## src/pgs_pkg.sv

```systemverilog
// Constants, field positions and types of the gigabit status and indirect access slice.
// Assumes a management serial frame engine in the same device reads these names.

package pgs_pkg;

   // ----------------------------------------------------------------
   // Register offsets
   // ----------------------------------------------------------------
   localparam logic [4:0]  OFS_CFG_ONE       = 5'h09;
   localparam logic [4:0]  OFS_LINK_STATUS   = 5'h0a;
   localparam logic [4:0]  OFS_ACC_CTRL      = 5'h0d;
   localparam logic [4:0]  OFS_ADDR_DATA     = 5'h0e;
   localparam logic [4:0]  OFS_LOCAL_CAP     = 5'h0f;

   // ----------------------------------------------------------------
   // Reset values and masks
   // ----------------------------------------------------------------
   localparam logic [15:0] CFG_ONE_RESET     = 16'h0300;
   localparam logic [15:0] CFG_ONE_WMASK     = 16'hff80;
   localparam logic [15:0] CTRL_WMASK        = 16'hc01f;
   localparam logic [15:0] CTRL_RESET        = 16'h0000;
   localparam logic [15:0] ADDR_DATA_RESET   = 16'h0000;
   localparam logic [15:0] LOCAL_CAP_VALUE   = 16'h3000;
   localparam logic [15:0] EXT_RESET         = 16'h0000;
   localparam logic [7:0]  IDLE_CNT_RESET    = 8'h00;
   localparam logic [7:0]  IDLE_CNT_MAX      = 8'hff;

   // ----------------------------------------------------------------
   // Field positions
   // ----------------------------------------------------------------
   localparam int          STS_MASTER_BIT    = 14;
   localparam int          STS_LOC_RX_BIT    = 13;
   localparam int          STS_REM_RX_BIT    = 12;
   localparam int          STS_LP_FULL_BIT   = 11;
   localparam int          STS_LP_HALF_BIT   = 10;
   localparam int          STS_CNT_MSB       = 7;
   localparam int          CTRL_FUNC_MSB     = 15;
   localparam int          CTRL_FUNC_LSB     = 14;
   localparam int          CTRL_DEV_MSB      = 4;

   // ----------------------------------------------------------------
   // Indirect access codes
   // ----------------------------------------------------------------
   localparam logic [1:0]  FN_ADDRESS        = 2'b00;
   localparam logic [1:0]  FN_DATA_HOLD      = 2'b01;
   localparam logic [1:0]  FN_DATA_INC_RW    = 2'b10;
   localparam logic [1:0]  FN_DATA_INC_WR    = 2'b11;
   localparam logic [4:0]  DEV_SELECT_OWN    = 5'h1f;
   localparam logic [15:0] EXT_BASE          = 16'h0020;
   localparam logic [15:0] PTR_STEP          = 16'h0001;

   // ----------------------------------------------------------------
   // Management frame
   // ----------------------------------------------------------------
   localparam logic [1:0]  FRM_START         = 2'b01;
   localparam logic [1:0]  FRM_OP_RD         = 2'b10;
   localparam logic [1:0]  FRM_OP_WR         = 2'b01;
   localparam logic [5:0]  PRE_LEN           = 6'd32;
   localparam logic [4:0]  HDR_LAST          = 5'd13;
   localparam logic [4:0]  DATA_LAST         = 5'd15;
   localparam logic [4:0]  PHY_ADDR_DEFAULT  = 5'h01;

   typedef enum logic [1:0] {ST_PRE, ST_HDR, ST_TA, ST_DATA} pgs_frame_t;

endpackage

```

## src/pgs_mgmt_regs.sv

```systemverilog
// Management register slice: serial frame engine, gigabit status,
// indirect extended access window and local capability register.
// Assumes mdc and mdio_in are synchronous to mclk; the pad merges
// mdio_out and mdio_oe into the shared data wire.

module pgs_mgmt_regs
   import pgs_pkg::*;
#(
   parameter logic [4:0] PHY_ADDR  = pgs_pkg::PHY_ADDR_DEFAULT,
   parameter int         EXT_DEPTH = 16
) (
   input  wire logic        mclk,
   input  wire logic        arst_n,
   input  wire logic        mdc,
   input  wire logic        mdio_in,
   output logic             mdio_out,
   output logic             mdio_oe,
   input  wire logic        ms_resolved_master,
   input  wire logic        local_rx_ok,
   input  wire logic        remote_rx_ok,
   input  wire logic        lp_gig_full,
   input  wire logic        lp_gig_half,
   input  wire logic        idle_error,
   output logic [15:0]      cfg_one
);
   import pgs_pkg::*;

   localparam int IDX_W = (EXT_DEPTH > 1) ? $clog2(EXT_DEPTH) : 1;

   pgs_frame_t        state_reg;
   logic              mdc_prev_reg;
   logic [5:0]        pre_cnt_reg;
   logic [4:0]        bit_cnt_reg;
   logic [13:0]       hdr_reg;
   logic              is_read_reg;
   logic [4:0]        reg_sel_reg;
   logic [15:0]       wr_shift_reg;
   logic [15:0]       rd_shift_reg;
   logic              mdio_out_reg;
   logic              mdio_oe_reg;
   logic [15:0]       cfg_reg;
   logic [15:0]       ctrl_reg;
   logic [15:0]       ptr_reg;
   logic [15:0]       ptr_next;
   logic [7:0]        idle_cnt_reg;
   logic [15:0]       ext_mem [EXT_DEPTH];

   logic              mdc_rise;
   logic [13:0]       hdr_word;
   logic              hdr_last;
   logic              hdr_ok;
   logic              rd_go;
   logic              wr_go;
   logic [15:0]       wr_word;
   logic [4:0]        rd_sel;
   logic [15:0]       rd_value;
   logic [15:0]       status_word;
   logic [1:0]        func;
   logic              dev_ok;
   logic [15:0]       ext_off;
   logic              ext_hit;
   logic [IDX_W-1:0]  ext_idx;
   logic [15:0]       ext_rd;
   logic              win_rd;
   logic              win_wr;
   logic              ptr_load;
   logic              ptr_inc;

   // ----------------------------------------------------------------
   // Frame decode
   // ----------------------------------------------------------------
   assign mdc_rise  = mdc && !mdc_prev_reg;
   assign hdr_word  = {hdr_reg[12:0], mdio_in};
   assign hdr_last  = mdc_rise && (state_reg == ST_HDR) && (bit_cnt_reg == HDR_LAST);
   assign hdr_ok    = (hdr_word[13:12] == FRM_START)
                    && ((hdr_word[11:10] == FRM_OP_RD) || (hdr_word[11:10] == FRM_OP_WR))
                    && (hdr_word[9:5] == PHY_ADDR);
   assign rd_sel    = hdr_word[4:0];
   assign rd_go     = hdr_last && hdr_ok && (hdr_word[11:10] == FRM_OP_RD);
   assign wr_go     = mdc_rise && (state_reg == ST_DATA) && !is_read_reg
                    && (bit_cnt_reg == DATA_LAST);
   assign wr_word   = {wr_shift_reg[14:0], mdio_in};

   // ----------------------------------------------------------------
   // Indirect window decode
   // ----------------------------------------------------------------
   assign func      = ctrl_reg[CTRL_FUNC_MSB:CTRL_FUNC_LSB];
   assign dev_ok    = (ctrl_reg[CTRL_DEV_MSB:0] == DEV_SELECT_OWN);
   assign ext_off   = ptr_reg - EXT_BASE;
   assign ext_hit   = (ptr_reg >= EXT_BASE) && ({16'h0000, ext_off} < 32'(EXT_DEPTH));
   assign ext_idx   = ext_off[IDX_W-1:0];
   assign ext_rd    = ext_hit ? ext_mem[ext_idx] : 16'h0000;
   assign win_rd    = rd_go && (rd_sel == OFS_ADDR_DATA) && dev_ok && (func != FN_ADDRESS);
   assign win_wr    = wr_go && (reg_sel_reg == OFS_ADDR_DATA) && dev_ok;
   assign ptr_load  = win_wr && (func == FN_ADDRESS);
   assign ptr_inc   = (win_rd && (func == FN_DATA_INC_RW))
                    || (win_wr && ((func == FN_DATA_INC_RW) || (func == FN_DATA_INC_WR)));
   assign ptr_next  = ptr_reg + PTR_STEP;

   // ----------------------------------------------------------------
   // Read data
   // ----------------------------------------------------------------
   always_comb begin
      status_word                  = 16'h0000;
      status_word[STS_MASTER_BIT]  = ms_resolved_master;
      status_word[STS_LOC_RX_BIT]  = local_rx_ok;
      status_word[STS_REM_RX_BIT]  = remote_rx_ok;
      status_word[STS_LP_FULL_BIT] = lp_gig_full;
      status_word[STS_LP_HALF_BIT] = lp_gig_half;
      status_word[STS_CNT_MSB:0]   = idle_cnt_reg;
   end

   always_comb begin
      unique case (rd_sel)
         OFS_CFG_ONE:     rd_value = cfg_reg;
         OFS_LINK_STATUS: rd_value = status_word;
         OFS_ACC_CTRL:    rd_value = ctrl_reg;
         OFS_ADDR_DATA: begin
            if (!dev_ok) begin
               rd_value = 16'h0000;
            end else if (func == FN_ADDRESS) begin
               rd_value = ptr_reg;
            end else begin
               rd_value = ext_rd;
            end
         end
         OFS_LOCAL_CAP:   rd_value = LOCAL_CAP_VALUE;
         default:         rd_value = 16'h0000;
      endcase
   end

   // ----------------------------------------------------------------
   // Clock edge detect
   // ----------------------------------------------------------------
   always_ff @(posedge mclk or negedge arst_n) begin
      if (!arst_n) begin
         mdc_prev_reg <= 1'b0;
      end else begin
         mdc_prev_reg <= mdc;
      end
   end

   // ----------------------------------------------------------------
   // Frame engine
   // ----------------------------------------------------------------
   always_ff @(posedge mclk or negedge arst_n) begin
      if (!arst_n) begin
         state_reg    <= ST_PRE;
         pre_cnt_reg  <= 6'd0;
         bit_cnt_reg  <= 5'd0;
         hdr_reg      <= 14'h0000;
         is_read_reg  <= 1'b0;
         reg_sel_reg  <= 5'h00;
         wr_shift_reg <= 16'h0000;
         rd_shift_reg <= 16'h0000;
         mdio_out_reg <= 1'b0;
         mdio_oe_reg  <= 1'b0;
      end else if (mdc_rise) begin
         unique case (state_reg)
            ST_PRE: begin
               if (mdio_in) begin
                  if (pre_cnt_reg < PRE_LEN) begin
                     pre_cnt_reg <= pre_cnt_reg + 6'd1;
                  end
               end else begin
                  pre_cnt_reg <= 6'd0;
                  if (pre_cnt_reg >= PRE_LEN) begin
                     state_reg   <= ST_HDR;
                     hdr_reg     <= 14'h0000;
                     bit_cnt_reg <= 5'd1;
                  end
               end
            end
            ST_HDR: begin
               hdr_reg     <= hdr_word;
               bit_cnt_reg <= bit_cnt_reg + 5'd1;
               if (bit_cnt_reg == HDR_LAST) begin
                  bit_cnt_reg  <= 5'd0;
                  reg_sel_reg  <= rd_sel;
                  is_read_reg  <= (hdr_word[11:10] == FRM_OP_RD);
                  rd_shift_reg <= rd_value;
                  state_reg    <= hdr_ok ? ST_TA : ST_PRE;
               end
            end
            ST_TA: begin
               if (bit_cnt_reg == 5'd0) begin
                  bit_cnt_reg <= 5'd1;
                  if (is_read_reg) begin
                     mdio_oe_reg  <= 1'b1;
                     mdio_out_reg <= 1'b0;
                  end
               end else begin
                  bit_cnt_reg <= 5'd0;
                  state_reg   <= ST_DATA;
                  if (is_read_reg) begin
                     mdio_out_reg <= rd_shift_reg[15];
                     rd_shift_reg <= {rd_shift_reg[14:0], 1'b0};
                  end
               end
            end
            ST_DATA: begin
               bit_cnt_reg  <= bit_cnt_reg + 5'd1;
               wr_shift_reg <= wr_word;
               if (is_read_reg) begin
                  mdio_out_reg <= rd_shift_reg[15];
                  rd_shift_reg <= {rd_shift_reg[14:0], 1'b0};
               end
               if (bit_cnt_reg == DATA_LAST) begin
                  bit_cnt_reg  <= 5'd0;
                  state_reg    <= ST_PRE;
                  mdio_oe_reg  <= 1'b0;
                  mdio_out_reg <= 1'b0;
               end
            end
         endcase
      end
   end

   assign mdio_out = mdio_out_reg;
   assign mdio_oe  = mdio_oe_reg;

   // ----------------------------------------------------------------
   // Direct registers
   // ----------------------------------------------------------------
   always_ff @(posedge mclk or negedge arst_n) begin
      if (!arst_n) begin
         cfg_reg  <= CFG_ONE_RESET;
         ctrl_reg <= CTRL_RESET;
      end else if (wr_go) begin
         if (reg_sel_reg == OFS_CFG_ONE) begin
            cfg_reg <= wr_word & CFG_ONE_WMASK;
         end
         if (reg_sel_reg == OFS_ACC_CTRL) begin
            ctrl_reg <= wr_word & CTRL_WMASK;
         end
      end
   end

   assign cfg_one = cfg_reg;

   // ----------------------------------------------------------------
   // Idle error counter
   // ----------------------------------------------------------------
   always_ff @(posedge mclk or negedge arst_n) begin
      if (!arst_n) begin
         idle_cnt_reg <= IDLE_CNT_RESET;
      end else if (rd_go && (rd_sel == OFS_LINK_STATUS)) begin
         idle_cnt_reg <= idle_error ? 8'h01 : IDLE_CNT_RESET;
      end else if (idle_error && (idle_cnt_reg != IDLE_CNT_MAX)) begin
         idle_cnt_reg <= idle_cnt_reg + 8'h01;
      end
   end

   // ----------------------------------------------------------------
   // Extended address pointer
   // ----------------------------------------------------------------
   always_ff @(posedge mclk or negedge arst_n) begin
      if (!arst_n) begin
         ptr_reg <= ADDR_DATA_RESET;
      end else if (ptr_load) begin
         ptr_reg <= wr_word;
      end else if (ptr_inc) begin
         ptr_reg <= ptr_next;
      end
   end

   // ----------------------------------------------------------------
   // Extended register storage
   // ----------------------------------------------------------------
   for (genvar g = 0; g < EXT_DEPTH; g++) begin : g_ext
      always_ff @(posedge mclk or negedge arst_n) begin
         if (!arst_n) begin
            ext_mem[g] <= EXT_RESET;
         end else if (win_wr && (func != FN_ADDRESS) && ext_hit
                      && (ext_idx == IDX_W'(g))) begin
            ext_mem[g] <= wr_word;
         end
      end
   end

endmodule

```

## config.mk

```make
export PLATFORM = sky130hd
export DESIGN_NAME = pgs_mgmt_regs
export DESIGN_NICKNAME = d
export VERILOG_FILES = /design/src/pgs_pkg.sv /design/src/pgs_mgmt_regs.sv
export SDC_FILE = /design/constraint.sdc
export NUM_CORES = 1
export LEC_CHECK = 0
export BUFFER_PORTS_ARGS = -buffer_cell sky130_fd_sc_hd__buf_2
export CAP_MARGIN = 20
export CORE_ASPECT_RATIO = 0.7
export CORE_MARGIN = 2
export CORE_UTILIZATION = 63
export CTS_BUF_LIST = sky130_fd_sc_hd__clkbuf_16
export CTS_CLUSTER_DIAMETER = 40
export CTS_CLUSTER_SIZE = 24
export DETAILED_ROUTE_END_ITERATION = 6
export HOLD_SLACK_MARGIN = 0.12
export PLACE_DENSITY_LB_ADDON = 0.08
export REMOVE_ABC_BUFFERS = 1
export SYNTH_ARGS = -nofsm -noshare
export SYNTH_HDL_FRONTEND = slang
export SYNTH_SLANG_ARGS = --single-unit
```

## constraint.sdc

```tcl
create_clock -name mclk -period 3.6 [get_ports mclk]
set_clock_uncertainty 0.15 [all_clocks]
set_input_delay 0.36 -clock mclk [delete_from_list [all_inputs] [get_ports mclk]]
set_output_delay 0.36 -clock mclk [all_outputs]
set_load 0.01 [all_outputs]
```

==> flow_summary.json, run 1 <==
{
  "ant_nets": 0,
  "max_freq_mhz": 317,
  "place.port_buffers": 20,
  "cts_root_buf": "clkbuf_16",
  "synth_warnings": 0,
  "critPathCaptureType": "flip-flop",
  "grt_pass1_vias": 11200,
  "rows": 50,
  "area_growth_pct": 12.0,
  "cts_buffers": 39,
  "clock_sink_count": 362,
  "drive_gt1_frac": 0.387,
  "synth_area_per_cell_um2": 13.4,
  "relSlewSlack": 0.410,
  "yosysMostFrequentCell": "dfrtp_1",
  "min_path_type": "input pin to flip-flop",
  "grt_usage": 0.310,
  "period_share": 0.878,
  "grt-ovfl-total": 0,
  "setup_viol": 0,
  "synth_largest_area_cell": "dfrtp_1",
  "cpPeakStageDelay_ns": 0.46,
  "final_nets": 1323,
  "grt_max_degree": 91,
  "syn_area_um2": 17300,
  "clock_latency_ns": 0.54,
  "crit_required_ns": 3.87,
  "path_class": "flip-flop to flip-flop",
  "slowest_stage": "mux2_1",
  "ys_ff_latch": 362,
  "start_util": 0.644,
  "period_needed_ns": 3.16,
  "timing.rr.start": "bit_cnt_reg[0]",
  "startpoint_type": "flip-flop",
  "ys_top_cells_by_area": "dfrtp_1, mux2_2, mux4_2",
  "synth-async-reset-ratio": 1.00,
  "cts_tree": "done",
  "status": "finished clean",
  "max_cap_violations": 0,
  "slew_viol_final": 0,
  "clkTransAtPathRegs_ns": 0.07,
  "ir_drop_mv": 0.339,
  "power_leakage_nw": 9.11,
  "drc": 0,
  "clk_path_buf_depth": 3,
  "cts_resized": 0,
  "viasPerCell": 6.60,
  "synth_top_area_frac": 0.521,
  "path_common_cell": "ha_1",
  "hold_viol": 0,
  "synth_edf_count": 0,
  "path_delay_family": "simple AND/OR/NAND/NOR gates",
  "synthCells": 1288,
  "dieArea_um2": 28800,
  "h-tree-depth": 2,
  "ys.flop_type": "dfrtp_1",
  "critical_path_buf_inv_count": 2,
  "place.gp.congestion": 0.935,
  "synth.distinct_cells": 68,
  "hp-start": "lp_gig_half",
  "finalSetupTns_ns": 0,
  "ys_seq_area_frac": 0.525,
  "largest_register_ffs": 256,
  "regToRegSetupSlack_ns": 0.44,
  "p_per_area_nw_per_um2": 469,
  "crit_fanout": 24,
  "die-width_um": 202,
  "postRouteWirelength_mm": 42.5,
  "yosys-top-cells-count": "dfrtp_1, mux2_2, clkbuf_1",
  "critPathLaunch": "bit_cnt_reg[0]",
  "grt_first_pass_wirelength_mm": 67.3,
  "dr.pass1.iters": 6,
  "coreArea_um2": 26800,
  "pin_count": 28,
  "wire_per_inst_um": 25.2,
  "worstPathArrival_ns": 3.42,
  "route.vias.total": 11200,
  "fin_util": 0.721,
  "die_h_um": 143,
  "grt_antenna_before_repair": 1,
  "antenna_cells": 0,
  "crit_chain": "ha_1, nand3_1, inv_1, ha_1, nand4b_1, or3_1, nor2_2, buf_12, nand4_4, mux2_1",
  "hpwlAfterDp_mm": 27.5,
  "worst_pin_slew_ns": 0.884,
  "rsz0062_at_grt": "no",
  "postCtsSetupBuffers": 0,
  "drt_iter0_markers": 1002
}
[logic make-up after synthesis]
| group | synth area share |
|---|---|
| DFF | 0.525 |
| buffers and inverters | 0.0303 |
| and+or+nand+nor | 0.0793 |
| muxes | 0.278 |
| other | 0.000217 |
| AOI/OAI and AO/OA | 0.0724 |
| adders and majority gates | 0.0109 |
| xor gates and xnor gates | 0.00406 |
[power breakdown]
part	switching, mW	internal (mW)	leakage [nW]
Clock	1.85	2.40	0.667
Sequential	0.148	4.17	5.00
Combinational	0.305	0.204	3.44
Total	2.30	6.77	9.11
[routing by layer]
layer  global-route usage  vias up  wire length, µm
met5                    0        -               13
met4               0.0859        2             1130
met3               0.0591       92             3200
met2                0.462      418            18800
met1                0.472     5840            19400
li1                     -     4813                -
[per-stage QoR]
step | total power, mW | setup WS [ns] | std cells | area, µm² | hold slack, ns
4_1_cts | 9.13 | 0.456 | 1691 | 19300 | 0.138
6_report | 9.08 | 0.440 | 1691 | 19300 | 0.145
2_1_floorplan | 4.66 | -1.06 | 1183 | 16800 | -0.0856
5_1_grt | 9.40 | 0.240 | 1691 | 19300 | 0.152
3_3_place_gp | 4.89 | 0.502 | 1618 | 17900 | 0.191
3_5_place_dp | 4.90 | 0.451 | 1618 | 17900 | 0.191
[placed cells by master (no fill, tap or decap), types with 12 or more instances in the layout]
cell       instances
a21oi_1           25
a22o_1            15
a31o_2            12
buf_2             19
buf_4             42
clkbuf_16         41
dfrtp_1          358
ha_1              15
inv_1             19
mux2_2           256
mux4_2            79
nand2_1           76
nand3_1           18
nor2_1            50
nor3_1            14
o21ai_0           51
o22ai_1           18
[final cells by class]
cell class / instances / area [µm²]
flip-flops and latches: 362 / 9070
inverters: 18 / 67.6
fillers: 1804 / 7490
clock buffers: 41 / 1030
clock inverters: 29 / 363
multi-input cells: 803 / 7730
well taps: 364 / 455
repair buffers: 74 / 636
[worst reg2reg max path: cells and delay by family (launching register included)]
family	cells	cell delay [ns]
adder cells (fa/ha/maj)	2	0.42
buffers and inverters	2	0.31
multiplexers	1	0.46
AND/OR/NAND/NOR	5	1.32
flip-flops	1	0.39
[repair_timing]
action                                  CTS  global route
endpoints found under the setup margin    0             0
hold buffers                              3             0
hold endpoints to repair                147             0
[path summary, 6_finish.rpt]
kind / to / cells past startpoint
worst min-delay path: rd_shift_reg[10] / 4
worst min register to register: ext_mem[75] / 2
worst max-delay path: ext_mem[33] / 10
min in group asynchronous: ext_mem[201] / 2
max in group asynchronous: ptr_reg[1] / 3
worst max register to register: ext_mem[33] / 10
Note: power is estimated with default switching activity, not from simulation.
==> run 2, diff against run 1 <==
--- a/config.mk
+++ b/config.mk
@@ -9,7 +9,7 @@
 export CAP_MARGIN = 20
 export CORE_ASPECT_RATIO = 0.7
 export CORE_MARGIN = 2
-export CORE_UTILIZATION = 63
+export CORE_UTILIZATION = 36
 export CTS_BUF_LIST = sky130_fd_sc_hd__clkbuf_16
 export CTS_CLUSTER_DIAMETER = 40
 export CTS_CLUSTER_SIZE = 24
==> constraint.sdc (replaced) <==
create_clock -name mclk -period 4.05 [get_ports mclk]
set_clock_uncertainty 0.15 [all_clocks]
set_input_delay 0.405 -clock mclk [delete_from_list [all_inputs] [get_ports mclk]]
set_output_delay 0.405 -clock mclk [all_outputs]
set_load 0.01 [all_outputs]
==> run 2 against run 1 <==
Worst setup slack worse by 0.097 ns. Via count is 2.1% lower. Power is 4.5% lower. Combinational power is 8.3% lower. Fmax is 15% lower. Final cell count is 16% higher. Critical path type unchanged. Highest routed layer is now met4.
==> flow_summary.json, run 2 (synthesis gave the netlist of run 1 again) <==
{
  "largest_register_ffs": 256,
  "clkTransAtPathRegs_ns": 0.06,
  "relSlewSlack": 0.306,
  "grt-ovfl-total": 0,
  "period_share": 0.915,
  "max_cap_violations": 0,
  "coreArea_um2": 47600,
  "crit_required_ns": 4.35,
  "critPathCaptureType": "flip-flop",
  "fin_util": 0.417,
  "cts_buffers": 47,
  "crit_chain": "ha_1, nand3_1, inv_1, ha_1, nand4b_1, or3_1, nor2_2, buf_4, nand4_4, mux2_2",
  "final_nets": 1328,
  "slowest_stage": "nand4_4",
  "fin_ws_ns": 0.344,
  "hold_depth": 4,
  "grt_pass1_vias": 11200,
  "hold_viol": 0,
  "rows": 67,
  "max_freq_mhz": 270,
  "grt_max_degree": 97,
  "clk_path_buf_depth": 3,
  "startpoint_type": "flip-flop",
  "crit_fanout": 18,
  "ant_nets": 0,
  "postCtsSetupBuffers": 0,
  "hold_ws_ns": 0.170,
  "route.vias.total": 10900,
  "dieArea_um2": 49800,
  "path_common_cell": "ha_1",
  "p_per_area_nw_per_um2": 436,
  "dr.pass1.iters": 6,
  "finalPower_mw": 8.67,
  "die_h_um": 187,
  "dp_worst_setup_slack_ns": 0.340,
  "slew_viol_final": 0,
  "power_leakage_nw": 9.20,
  "drt_iter0_markers": 900,
  "antenna_cells": 0,
  "drc": 0,
  "cts_root_buf": "clkbuf_16",
  "pin_count": 28,
  "postRouteWirelength_mm": 49.5,
  "cpPeakStageDelay_ns": 0.53,
  "grt_usage": 0.205,
  "status": "finished clean",
  "place.port_buffers": 20,
  "h-tree-depth": 2,
  "grt_first_pass_wirelength_mm": 76.1,
  "area_growth_pct": 15.0,
  "path_class": "flip-flop to flip-flop",
  "viasPerCell": 5.57,
  "layout_commonest_cell": "dfrtp_1",
  "start_util": 0.363,
  "clock_sink_count": 362,
  "path_delay_family": "simple AND/OR/NAND/NOR gates",
  "setup_viol": 0,
  "final_cell_mix": "dfrtp_1, mux2_2, mux4_2",
  "regToRegSetupSlack_ns": 0.34,
  "rsz0062_at_grt": "no",
  "timing.rr.start": "bit_cnt_reg[0]",
  "design_area_um2": 19900,
  "reg2reg_to": "ext_mem[82]",
  "hp-start": "mdio_in",
  "hpwlAfterDp_mm": 31.2,
  "placed_area_um2": 18200,
  "critical_path_buf_inv_count": 2,
  "cts_tree": "done",
  "die-width_um": 266,
  "reg2regPathDepth": 10,
  "place.gp.congestion": 0.819,
  "grt_antenna_before_repair": 0,
  "cts_resized": 0,
  "clock_latency_ns": 0.57,
  "worst_pin_slew_ns": 1.04,
  "min_path_type": "input pin to flip-flop",
  "period_needed_ns": 3.71,
  "fillers": 4427,
  "drive_gt1_frac": 0.395,
  "worstPathArrival_ns": 4.01,
  "ir_drop_mv": 0.290,
  "cts_hold_buffers": 3,
  "hold_end": "pre_cnt_reg[0]",
  "wire_per_inst_um": 25.2
}
## run 2: cell types whose count changed in the layout (fill, tap and decap cells not counted), sizes merged
cell / previous run / this run
clkbuf: 41 / 49
clkinv: 9 / 16
clkinvlp: 4 / 9
inv: 31 / 27
buf: 71 / 68
bufinv: 3 / 5
## run 2: per-layer routing
layer / up-vias / part of all wire / wire, µm / track usage
met5: - / 0 / 0 / 0
met4: 0 / 0.017 / 847 / 0.0389
met3: 68 / 0.050 / 2450 / 0.0358
met2: 244 / 0.41 / 20300 / 0.285
met1: 5781 / 0.52 / 25900 / 0.331
li1: 4834 / - / - / -
## run 2: worst reg2reg max path, stage by stage (launching register included)
cell	delay, ns
dfrtp_1	0.39
ha_1	0.20
nand3_1	0.12
inv_1	0.09
ha_1	0.22
nand4b_1	0.13
or3_1	0.46
nor2_2	0.51
buf_4	0.28
nand4_4	0.54
mux2_2	0.52
## run 2: how the worst max path moves through the flow
stage | from | to | cells after the start | slack (ns)
finish | bit_cnt_reg[0] | ext_mem[82] | 10 | 0.34
global route | bit_cnt_reg[0] | ext_mem[119] | 10 | 0.05
CTS | bit_cnt_reg[0] | ext_mem[88] | 10 | 0.33
detailed placement | bit_cnt_reg[0] | ext_mem[85] | 10 | 0.34
global placement | bit_cnt_reg[0] | ext_mem[78] | 10 | 0.38
floorplan | ptr_reg[0] | ptr_reg[12] | 7 | -0.61
## run 2: area by class of cell
class / instances / area, µm² / area share
Multi-Input combinational cell: 803 / 7730 / 0.389
Clock inverter: 39 / 423 / 0.0213
Clock buffer: 49 / 1230 / 0.0617
Inverter: 18 / 67.6 / 0.00340
Timing Repair Buffer: 71 / 576 / 0.0290
Sequential cell: 362 / 9070 / 0.456
Tap cell: 621 / 777 / 0.0391
## run 2: metrics by stage
| stage | std cells | setup TNS (ns) |
|---|---|---|
| after floorplan | 1183 | -47.44 |
| after global placement | 1872 | 0 |
| after detailed placement | 1872 | 0 |
| after CTS | 1963 | 0 |
| after global routing | 1963 | 0 |
| final | 1963 | 0 |
## run 2: report_power, final
group | internal, mW | switching [mW] | total, mW
clock | 2.58 | 1.77 | 4.35
sequential | 3.71 | 0.137 | 3.85
combinational | 0.181 | 0.286 | 0.467
total | 6.47 | 2.20 | 8.67
==> run 3, diff against run 2 <==
--- a/config.mk
+++ b/config.mk
@@ -5,6 +5,7 @@
 export SDC_FILE = /design/constraint.sdc
 export NUM_CORES = 1
 export LEC_CHECK = 0
+export ABC_AREA = 1
 export BUFFER_PORTS_ARGS = -buffer_cell sky130_fd_sc_hd__buf_2
 export CAP_MARGIN = 20
 export CORE_ASPECT_RATIO = 0.7
==> run 3 against run 2 <==
Synthesized area grew 1.8%. Sequential power grew 4%. Global-route usage grew 1.3 points. First-iteration DRC count grew 42%. Worst hold slack gained 0.035 ns. Synthesized cell count grew 75%. Final cell count grew 49%. Largest power group unchanged. Fmax grew 16%. Design area grew 0.18%.
==> flow_summary.json, run 3 <==
{
  "place.port_buffers": 20,
  "antenna_cells": 0,
  "drive_gt1_frac": 0.0749,
  "max_freq_mhz": 314,
  "yosysMostFrequentCell": "nand2_1",
  "clock_sink_count": 362,
  "min_path_type": "input pin to flip-flop",
  "hp-start": "lp_gig_half",
  "cts_root_buf": "clkbuf_16",
  "final_nets": 2257,
  "grt_pass1_vias": 14400,
  "coreArea_um2": 48000,
  "die_h_um": 189,
  "drt_iter0_markers": 1282,
  "hold_ws_ns": 0.206,
  "ys_top_cells_by_area": "dfrtp_1, nand2_1, o21ai_0",
  "synth_top_area_frac": 0.512,
  "synthCells": 2255,
  "clock_latency_ns": 0.56,
  "p_int_mw": 6.67,
  "start_util": 0.366,
  "period_share": 0.786,
  "pwr-share-clk": 0.481,
  "critPathCaptureType": "flip-flop",
  "h-tree-depth": 2,
  "viasPerCell": 5.02,
  "grt_usage": 0.218,
  "postRouteWirelength_mm": 53.3,
  "crit_fanout": 11,
  "worst_pin_slew_ns": 0.906,
  "power_frac_comb": 0.081,
  "area_growth_pct": 13.1,
  "layout_commonest_cell": "nand2_1",
  "design_area_um2": 19900,
  "synth_largest_area_cell": "dfrtp_1",
  "regToRegSetupSlack_ns": 0.92,
  "route.vias.total": 14700,
  "path_delay_family": "simple AND/OR/NAND/NOR gates",
  "fillers": 4940,
  "ys.flop_type": "dfrtp_1",
  "slew_viol_final": 0,
  "path_common_cell": "nand2_1",
  "grt-ovfl-total": 0,
  "ys_seq_area_frac": 0.515,
  "synth_warnings": 0,
  "p_seq_frac": 0.437,
  "rsz0062_at_grt": "no",
  "worstPathArrival_ns": 3.48,
  "swShare": 0.271,
  "syn_area_um2": 17600,
  "cts_buffers": 48,
  "reg2reg_to": "ptr_reg[9]",
  "die-width_um": 268,
  "max_cap_violations": 0,
  "p_per_area_nw_per_um2": 460,
  "pin_count": 28,
  "dieArea_um2": 50700,
  "hold_viol": 0,
  "rows": 67,
  "power_leakage_nw": 8.97,
  "grt_max_degree": 92,
  "grt_antenna_before_repair": 0,
  "grt_first_pass_wirelength_mm": 85.7,
  "cts_tree": "done",
  "setup_viol": 0,
  "startpoint_type": "input pin",
  "postCtsSetupBuffers": 0,
  "critical_path_buf_inv_count": 5,
  "reg2regPathDepth": 14,
  "path_class": "input pin to flip-flop",
  "ant_nets": 0,
  "hpwlAfterDp_mm": 33.6,
  "ys_ff_latch": 362,
  "final_cell_mix": "nand2_1, dfrtp_1, o21ai_0",
  "crit_required_ns": 4.34,
  "drc": 0,
  "dr.pass1.iters": 5,
  "synth_area_per_cell_um2": 7.80,
  "synth_edf_count": 0,
  "place.gp.congestion": 0.857,
  "cts_resized": 0,
  "relSlewSlack": 0.394,
  "status": "finished clean",
  "largest_register_ffs": 256,
  "placed_area_um2": 18200,
  "period_needed_ns": 3.18,
  "clkTransAtPathRegs_ns": 0.06,
  "fin_util": 0.414,
  "p_sw_mw": 2.48,
  "clk_path_buf_depth": 3,
  "crit_chain": "dlygate4sd3_1, buf_2, inv_1, nor2_1, inv_1, nor2_1, nand2_1, inv_1, nand2_1, nor2_1, nand2_1, nand2_1, nand2_1, nand2_1, o21ai_0, nand2_1, nand2_1",
  "synth.distinct_cells": 47,
  "wire_per_inst_um": 18.2,
  "cpPeakStageDelay_ns": 0.53,
  "yosys-top-cells-count": "nand2_1, dfrtp_1, o21ai_0",
  "synth-async-reset-ratio": 1.00,
  "ir_drop_mv": 0.354,
  "slowest_stage": "dlygate4sd3_1",
  "finalPower_mw": 9.15,
  "hold_end": "rd_shift_reg[10]",
  "hold_depth": 6
}
==> run 3: per-layer routing <==
metal  global-route usage  part of all wire  vias up
met4               0.0458             0.016        0
met2                0.317              0.41      282
met1                0.337              0.52     7091
li1                     -                 -     7246
met5                    0                 0        -
met3               0.0359             0.054       66
==> run 3: kinds of logic after synthesis <==
| kind of cell | Yosys count | share of synthesized area |
|---|---|---|
| xor gates and xnor gates | 10 | 0.00498 |
| other | 1 | 0.000213 |
| DFF | 362 | 0.515 |
| buffers and inverters | 281 | 0.0694 |
| and+or+nand+nor | 1157 | 0.273 |
| adders and majority gates | 15 | 0.0107 |
| muxes | 1 | 0.000640 |
| AOI/OAI and AO/OA | 428 | 0.126 |
==> run 3: final cells by class <==
class | instances | area (µm²) | area share
clock buffers | 49 | 1230 | 0.0616
repair buffers | 66 | 518 | 0.0260
multi-input cells | 1618 | 7340 | 0.369
well taps | 655 | 820 | 0.0412
clock inverters | 39 | 420 | 0.0211
flip-flops and latches | 362 | 9070 | 0.455
inverters | 136 | 513 | 0.0258
==> run 3: worst max-delay path by stage <==
stage / startpoint / endpoint / slack, ns / cells past startpoint
2_1_floorplan: ptr_reg[0] / ext_mem[176] / -3.05 / 4
3_3_place_gp: mdc / ptr_reg[9] / 0.93 / 16
3_5_place_dp: mdc / ptr_reg[9] / 0.95 / 16
4_1_cts: flip-flop / ext_mem[84] / 0.94 / 9
5_1_grt: mdc / ptr_reg[9] / 0.65 / 17
6_report: mdc / ptr_reg[9] / 0.87 / 17
==> run 3: what timing repair did <==
action | 4_1_cts | 5_1_grt
setup endpoints to repair | 0 | 0
hold endpoints to repair | 79 | 0
hold buffers | 5 | 0
==> run 3: power groups by stage <==
stage / clock network [mW] / logic (mW) / registers (mW)
after detailed placement: 0 / 0.745 / 4.06
after CTS: 4.51 / 0.753 / 4.00
final: 4.41 / 0.746 / 4.00
after global routing: 4.66 / 0.883 / 4.03
after floorplan: 0 / 0.497 / 4.02
after global placement: 0 / 0.735 / 4.06
==> run 3: metrics by stage <==
step	TNS [ns]	instances	setup WS (ns)
global placement	0	2832	0.927
CTS	0	2925	0.939
global route	0	2925	0.652
detailed placement	0	2832	0.949
finish	0	2925	0.866
floorplan	-399.32	2116	-3.05
==> run 3: worst min-delay path, delay by kind of cell <==
family	cells	cell delay (ns)
AO/OA/AOI/OAI	2	0.24
buffers and inverters	2	0.11
AND/OR/NAND/NOR	2	0.10
